===== src/logic/status_byte_pkg.sv =====
// Purpose: Constants and carrier types for the status byte and service
//          request block of a bus instrument.
// Assumes: One clock, synchronous active-low reset.
// Notes:   Bit positions are those of the status summary byte.

package status_byte_pkg;

  // ****************************************************************
  // Bit positions of the status summary byte
  // ****************************************************************
  localparam int ERROR_QUEUE_BIT   = 2;
  localparam int QUESTIONABLE_BIT  = 3;
  localparam int OUTPUT_QUEUE_BIT  = 4;
  localparam int STANDARD_EVT_BIT  = 5;
  localparam int REQUEST_SVC_BIT   = 6;
  localparam int OPERATION_BIT     = 7;

  // ****************************************************************
  // Reset values and masks
  // ****************************************************************
  localparam logic [7:0] ENABLE_RESET     = 8'h00;
  localparam logic [7:0] EVENT_RESET      = 8'h00;
  localparam logic [7:0] SUMMARY_MASK     = 8'hbf;
  localparam logic [7:0] ALWAYS_ZERO_MASK = 8'hfc;
  localparam int         EVENT_DEPTH      = 8;
  localparam logic [2:0] EVENT_LAST       = 3'h7;

  // ****************************************************************
  // Carrier types
  // ****************************************************************
  // Summary inputs from the lower status groups
  typedef struct packed {
    logic operation;
    logic questionable;
    logic outputReady;
    logic errorPending;
  } summary_type;

  // Commands from the instrument command parser, one-cycle strobes
  typedef struct packed {
    logic       serialPoll;
    logic       statusQuery;
    logic       enableWrite;
    logic       enableQuery;
    logic       clearStatus;
    logic [7:0] enableData;
  } command_type;

  // Standard event group inputs
  typedef struct packed {
    logic [7:0] setEvents;
    logic       eventMaskWrite;
    logic [7:0] eventMaskData;
  } std_event_type;

  typedef enum logic [1:0] {
    REQ_IDLE,
    REQ_PENDING
  } request_state_type;

endpackage : status_byte_pkg


===== src/logic/standard_event_group.sv =====
// Purpose: Standard event register, its enable mask and summary output.
// Assumes: Event set strobes come from logic on the same clock.
// Notes:   Set wins over clear-status in the same cycle.

`timescale 1ns/1ps

module standard_event_group
  import status_byte_pkg::*;
(
  // Clock and reset
  input  wire logic          clk,
  input  wire logic          rst_b,
  // Control
  input  wire std_event_type stdIn,
  input  wire logic          clearStatus,
  // Results
  output logic [7:0]         eventReg,
  output logic [7:0]         eventMask,
  output logic               summary
);

  // ****************************************************************
  // Per-bit sticky event storage
  // ****************************************************************
  genvar i;
  generate
    for (i = 0; i < EVENT_DEPTH; i++)
    begin : g_evt
      always_ff @(posedge clk)
      begin
        if (!rst_b)
          eventReg[i] <= EVENT_RESET[i];
        else if (stdIn.setEvents[i])
          eventReg[i] <= 1'b1;
        else if (clearStatus)
          eventReg[i] <= 1'b0;
      end
    end
  endgenerate

  always_ff @(posedge clk)
  begin
    if (!rst_b)
      eventMask <= ENABLE_RESET;
    else if (stdIn.eventMaskWrite)
      eventMask <= stdIn.eventMaskData;
  end

  wire logic next_summary;
  assign next_summary = |(eventReg & eventMask);

  always_ff @(posedge clk)
  begin
    if (!rst_b)
      summary <= 1'b0;
    else
      summary <= next_summary;
  end

endmodule : standard_event_group


===== src/logic/status_byte_service_request.sv =====
// Purpose: Status summary byte, service request enable and SRQ logic.
// Assumes: Command strobes come from the parser on the same clock; the
//          lower group summaries are synchronous except the SRQ pin side.
// Notes:   Outputs are registered, so answers appear one cycle after
//          the request strobe.

`timescale 1ns/1ps

module status_byte_service_request
  import status_byte_pkg::*;
(
  // Clock and reset
  input  wire logic          clk,
  input  wire logic          rst_b,
  // Lower group summaries
  input  wire summary_type   summaryIn,
  input  wire std_event_type stdIn,
  // Commands
  input  wire command_type   cmdIn,
  // Bus service request line, open drain
  output logic               srqOut,
  output logic               srqOe,
  // Answers
  output logic [7:0]         pollByte,
  output logic               pollValid,
  output logic [7:0]         statusByte,
  output logic               statusValid,
  output logic [7:0]         enableByte,
  output logic               enableValid,
  output logic               errorQueueClear,
  output logic [7:0]         stdEventByte
);

  // ****************************************************************
  // Standard event group
  // ****************************************************************
  logic [7:0] stdEventReg;
  logic       stdSummary;

  standard_event_group u_std
  (
    .clk         (clk),
    .rst_b       (rst_b),
    .stdIn       (stdIn),
    .clearStatus (cmdIn.clearStatus),
    .eventReg    (stdEventReg),
    .eventMask   (),
    .summary     (stdSummary)
  );

  // ****************************************************************
  // Service request enable register
  // ****************************************************************
  logic [7:0] serviceRequestEnable;

  always_ff @(posedge clk)
  begin
    if (!rst_b)
      serviceRequestEnable <= ENABLE_RESET;
    else if (cmdIn.enableWrite)
      serviceRequestEnable <= cmdIn.enableData;
  end

  // ****************************************************************
  // Summary bits
  // ****************************************************************
  // Clear-status also masks the error queue summary for that cycle so
  // no stale error bit slips through while the queue is emptied.
  wire logic       errBit;
  wire logic [7:0] baseByte;
  assign errBit = summaryIn.errorPending & ~cmdIn.clearStatus;

  assign baseByte = {
    summaryIn.operation,
    1'b0,
    stdSummary,
    summaryIn.outputReady,
    summaryIn.questionable,
    errBit,
    2'b00
  } & ALWAYS_ZERO_MASK;

  wire logic [7:0] enabledReasons;
  wire logic       masterSummaryFlag;
  assign enabledReasons    = baseByte & serviceRequestEnable & SUMMARY_MASK;
  assign masterSummaryFlag = |enabledReasons;

  // ****************************************************************
  // Rising edge detect of enabled summaries
  // ****************************************************************
  logic [7:0] prevByte;

  // History keeps the raw error summary: the clear-cycle mask must not
  // look like a fresh rise while the queue is still draining
  wire logic [7:0] edgeByte;
  assign edgeByte = baseByte
                    | ({7'h00, summaryIn.errorPending} << ERROR_QUEUE_BIT);

  always_ff @(posedge clk)
  begin
    if (!rst_b)
      prevByte <= EVENT_RESET;
    else
      prevByte <= edgeByte;
  end

  wire logic [7:0] risingEnabled;
  wire logic       startRequest;
  assign risingEnabled = baseByte & ~prevByte & serviceRequestEnable
                         & SUMMARY_MASK;

  // ****************************************************************
  // Request state
  // ****************************************************************
  request_state_type state;
  request_state_type next_state;

  assign startRequest = (state == REQ_IDLE) && (|risingEnabled);

  always_comb
  begin
    next_state = state;
    case (state)
      REQ_IDLE:
      begin
        if (startRequest)
          next_state = REQ_PENDING;
      end
      REQ_PENDING:
      begin
        if (cmdIn.serialPoll)
          next_state = REQ_IDLE;
      end
      default:
        next_state = REQ_IDLE;
    endcase
  end

  always_ff @(posedge clk)
  begin
    if (!rst_b)
      state <= REQ_IDLE;
    else
      state <= next_state;
  end

  // Request-service flag: bit 6 as seen by a serial poll
  wire logic requestServiceFlag;
  assign requestServiceFlag = (state == REQ_PENDING);

  wire logic [7:0] pollValue;
  wire logic [7:0] queryValue;
  assign pollValue  = baseByte
                      | ({7'h00, requestServiceFlag} << REQUEST_SVC_BIT);
  assign queryValue = baseByte
                      | ({7'h00, masterSummaryFlag} << REQUEST_SVC_BIT);

  // ****************************************************************
  // Registered outputs
  // ****************************************************************
  always_ff @(posedge clk)
  begin
    if (!rst_b)
    begin
      srqOut <= 1'b0;
      srqOe  <= 1'b0;
    end
    else
    begin
      // Open drain: pull low while the request is pending
      srqOut <= 1'b0;
      srqOe  <= (next_state == REQ_PENDING);
    end
  end

  always_ff @(posedge clk)
  begin
    if (!rst_b)
    begin
      pollByte  <= EVENT_RESET;
      pollValid <= 1'b0;
    end
    else
    begin
      pollValid <= cmdIn.serialPoll;
      if (cmdIn.serialPoll)
        pollByte <= pollValue;
    end
  end

  always_ff @(posedge clk)
  begin
    if (!rst_b)
    begin
      statusByte  <= EVENT_RESET;
      statusValid <= 1'b0;
    end
    else
    begin
      statusValid <= cmdIn.statusQuery;
      if (cmdIn.statusQuery)
        statusByte <= queryValue;
    end
  end

  always_ff @(posedge clk)
  begin
    if (!rst_b)
    begin
      enableByte  <= ENABLE_RESET;
      enableValid <= 1'b0;
    end
    else
    begin
      enableValid <= cmdIn.enableQuery;
      if (cmdIn.enableQuery)
        enableByte <= serviceRequestEnable;
    end
  end

  always_ff @(posedge clk)
  begin
    if (!rst_b)
    begin
      errorQueueClear <= 1'b0;
      stdEventByte    <= EVENT_RESET;
    end
    else
    begin
      errorQueueClear <= cmdIn.clearStatus;
      stdEventByte    <= stdEventReg;
    end
  end

endmodule : status_byte_service_request


===== config.mk =====
export PLATFORM = sky130hd
export DESIGN_NAME = status_byte_service_request
export DESIGN_NICKNAME = d
export VERILOG_FILES = /design/src/logic/status_byte_pkg.sv /design/src/logic/standard_event_group.sv /design/src/logic/status_byte_service_request.sv
export SDC_FILE = /design/constraint.sdc
export NUM_CORES = 1
export LEC_CHECK = 0
export BUFFER_PORTS_ARGS = -buffer_cell sky130_fd_sc_hd__buf_2
export CORE_UTILIZATION = 53
export CTS_CLUSTER_SIZE = 24
export DETAILED_ROUTE_END_ITERATION = 8
export PLACE_DENSITY = 0.88
export SETUP_SLACK_MARGIN = 0.3
export SLEW_MARGIN = 15
export SYNTH_ARGS = -nofsm -noshare
export SYNTH_HDL_FRONTEND = slang
export SYNTH_SLANG_ARGS = --single-unit
export TNS_END_PERCENT = 10

===== constraint.sdc =====
create_clock -name clk -period 2.43 [get_ports clk]
set_input_delay 0.1215 -clock clk [delete_from_list [all_inputs] [get_ports clk]]
set_output_delay 0.1215 -clock clk [all_outputs]
set_load 0.005 [all_outputs]

======== Word-level counts from Yosys, hierarchy flattened ========
Index checks and enable logic that the tools add are counted.
word-level totals
  bits in registers ....................... 72
  bits of input ports ..................... 36
operators by class
  equal/unequal tests ..................... 2
  bitwise operators ....................... 10
  muxes and demuxes ....................... 12
  reductions and logical operators ........ 13
operators by type and width
  operator              number
  $and A8 B8 Y8         4
  $or A8 B7 Y8          2
  $reduce_bool A2 Y1    8
  $reduce_or A7 Y1      2
  $mux W1               9
  $not A8 Y8            1
  $or A8 B3 Y8          1
  $reduce_or A8 Y1      1
  $eq A2 B1 Y1 const B  2
  $mux W2               2
  $pmux W2 S2           1
  $logic_not A2 Y1      1
  $and A1 B1 Y1         1
  $logic_and A1 B1 Y1   1
  $not A1 Y1            1

======== Logic depth before layout (Yosys ltp) ========
  depth in word-level cells ............... 9
  gate-level depth with buffers ........... 3
  depth with buffers taken out ............ 3

======== Hierarchy ========
A second synthesis with hierarchy kept.
unflattened totals
  cells, all modules ...................... 208
  area, all modules ....................... 2324.7 um2
by module, submodules not included
  module                       times used  seq. area each (um2)  area each (um2)  cells each
  status_byte_service_request  1           960.9                 1699.1           151
  standard_event_group         1           340.3                 625.6            57

======== Worst setup path after synthesis ========
OpenSTA, ideal clock, no wires.
  kind .................................... flip-flop to flip-flop
  start point ............................. register serviceRequestEnable[2]
  end point ............................... register srqOe
  data required time ...................... 2310 ps
  buffers on the path ..................... 0
  data arrival time ....................... 747 ps
  period minus slack after synthesis ...... 866 ps
  cell stages (with the launch flop) ...... 4
  path slack .............................. 1564 ps
  cells stage by stage .................... dfxtp_1 nand3b_1 o221ai_1 o31a_1
on the way
  longest elaborated chain between the ends .. 6
RTL lines
  item                    RTL line                            text
  start, declared         status_byte_service_request.sv:54   logic [7:0] serviceRequestEnable;
  start signal, assigned  status_byte_service_request.sv:61   serviceRequestEnable <= cmdIn.enableData;
  $and A8 B8 Y8           status_byte_service_request.sv:109  assign risingEnabled = baseByte & ~prevByte & serviceRequestEnable
  $reduce_or A7 Y1        status_byte_service_request.sv:118  assign startRequest = (state == REQ_IDLE) && (|risingEnabled);
  $logic_and A1 B1 Y1     status_byte_service_request.sv:118
  $mux W2                 status_byte_service_request.sv:126  if (startRequest)
  $pmux W2 S2             status_byte_service_request.sv:123  case (state)
  $eq A2 B1 Y1            status_byte_service_request.sv:172  srqOe <= (next_state == REQ_PENDING);
  end signal, assigned    status_byte_service_request.sv:172
  end, declared           status_byte_service_request.sv:22   output logic srqOe,
No other way between the ends.
A chain may end at the register's enable or synchronous reset.

======== Worst setup path in the final report ========
Same ends and word-level chain as after synthesis.

==> reports/qor.yml <==
nets: 318
postRouteAntennaNets: 0
cp-end-kind: "register"
first_pass_iters: 4
htreeDepth: 3
skew_ns: 0.00645
track_usage_pct: 22.3
synth_cell_types: 26
criticalPathCategory: "reg -> reg"
setup_slack_ns: 1.36
whs_path_depth: 3
fillers: 305
drv_slew: 0
die_h_um: 66.5
drc: 0
yosys_register_bits: 65
dpl_cell_area_sq_um: 2540
clk_pin_slew_worst_paths_ns: 0.06
power_mw: 2.07
cts_root_buf: "clkbuf_8"
grt_pass1_wl_mm: 7.05
synth_area_per_cell_sq_um: 10.5
period_share_pct: 43.9
overflow: 0
die_width_um: 66.5
cp.required_ns: 2.70
cap_violations: 0
initial_utilization_pct: 55.1
synth_area_sq_um: 2200
die-area_sq_um: 4420
post-place-ws_ns: 1.15
ir_drop_v: 0.000509
status: "complete, no violations"
layout_common_cells: "68 x buf_2, 65 x dfxtp_1, 44 x nor2_1, 34 x mux2i_1, 17 x and2_1"
stdcell_area_sq_um: 2730
dp_hpwl_mm: 3.05
antenna_found_initial: 0
min_period_ns: 1.07
r2r_cells: 3
synth_seq_area_share_pct: 59.1
pwr-share-comb_pct: 8.7
critical_path.max_fanout: 3
p_switching_mw: 0.473
start_kind: "register"
final-seq-area_sq_um: 1300
fmax_mhz: 936
tightest_slew_ns: 0.758
internal_power_mw: 1.59
cp.arrival_ns: 1.34
ios: 74
numCtsBuffers: 9
final_common_cell: "buf_2"
rsz0062_at_grt: "no"
multi_input_area_sq_um: 823
vias: 1658
cts_max_path_buffers: 2
switching_share_pct: 22.9
port_buffers: 68
num_rows: 23
routed_wl_mm: 4.48
hp-class: "in -> reg"
grt_pass1_vias: 1549
netlist_instances: 209
finalSetupViolations: 0
grt_start_max_net_pins: 47
worstSkewPairLatency_ns: 0.33
cts_tree: "built"
place_congestion: 0.763
yosysWarningCount: 0
hold_viol: 0
clock_sinks: 65
post_cts_buffers: 0
antenna-diode-count: 0
clkPwrFrac_pct: 35.4
powerDensity_nw_per_um2: 758
power_frac_seq_pct: 55.9
tns_ns: 0
leakage_nw: 1.34
relSlewSlack_pct: 49.4
wl_per_cell_um: 13.4
area_growth_pct: 23.9
drt_iter0_markers: 107
core_sq_um: 4000
viasPerCell: 4.96
drive_gt1_share_pct: 28.5
kinds of logic after synthesis:
logic type | share of synthesized area (%)
AND/OR/NAND/NOR | 14.5
flip-flops | 59.1
multiplexers | 15.4
AO/OA/AOI/OAI | 6.36
buffers and inverters | 4.43
other | 0.170
metrics by stage:
step	std cells	hold WS, ns	util, %
after global routing	334	0.00135	68.2
after CTS	334	0.000451	68.2
after floorplan	214	0.239	-
after global placement	317	0.330	63.5
final	334	0.00534	68.2
after detailed placement	317	0.338	63.5
path summary, 6_finish.rpt:
check,end,slack [ns],start
worst min-delay path,u_std.eventReg[0],0.005,stdIn[9]
worst max-delay path,srqOe,1.36,serviceRequestEnable[2]
worst min register to register,pollByte[6],0.48,pollByte[6]
worst max register to register,srqOe,1.36,serviceRequestEnable[2]
power groups by stage:
stage | registers (mW) | clock network, mW | logic [mW]
3_3_place_gp | 1.18 | 0 | 0.168
5_1_grt | 1.16 | 0.800 | 0.202
4_1_cts | 1.15 | 0.746 | 0.180
6_report | 1.16 | 0.732 | 0.180
2_1_floorplan | 1.17 | 0 | 0.108
3_5_place_dp | 1.18 | 0 | 0.174
worst max-delay path: stages, from the launching register on:
cell      delay [ns]
dfxtp_1         0.38
nand3b_1        0.13
o221ai_1        0.32
o31a_1          0.18
synthesized netlist by cell type:
master	count	area, sq um
buf_2	7	35.0
o22ai_1	1	6.26
nand3b_1	2	15.0
conb_1	1	3.75
a22oi_1	4	30.0
nand2_1	4	15.0
buf_4	5	37.5
mux2i_1	34	340
a41oi_1	1	8.76
and2_1	17	106
a21oi_1	9	45.0
nor2_1	44	165
o31a_1	2	17.5
nand2b_1	1	6.26
inv_1	1	3.75
and3_1	1	6.26
a211oi_2	1	12.5
a31oi_1	1	6.26
inv_2	1	3.75
clkbuf_2	2	10.0
clkinv_1	1	3.75
nor2b_1	1	6.26
dfxtp_1	65	1300
clkbuf_1	1	3.75
o221ai_1	1	8.76
o21ai_0	1	5.00
registers in the layout (all words and copies together), names as in the netlist:
name / count
enableByte: 8
serviceRequestEnable: 8
stdEventByte: 8
u_std.eventMask: 8
u_std.eventReg: 8
pollByte: 6
statusByte: 6
prevByte: 5
state: 2
enableValid: 1
errorQueueClear: 1
pollValid: 1
srqOe: 1
statusValid: 1
u_std.summary: 1
layout make-up:
cell class,instances,area share (%)
inverters,3,0.413
clock inverters,1,0.183
clock buffers,12,5.32
repair buffers,72,13.9
multi-input cells,131,30.2
well taps,50,2.29
flip-flops and latches,65,47.7
metal layers:
layer  global-route usage [%]  part of all wire (%)
met1                     26.8                    44
met2                     34.4                    48
met3                     7.36                   6.1
met4                     13.6                   2.5
met5                        0                     0
repair_timing:
item                                   CTS  global route
resized for setup                        0             0
endpoints found under the hold margin    4             0
hold buffers                             4             0
Note: power is estimated with default switching activity, not from simulation.
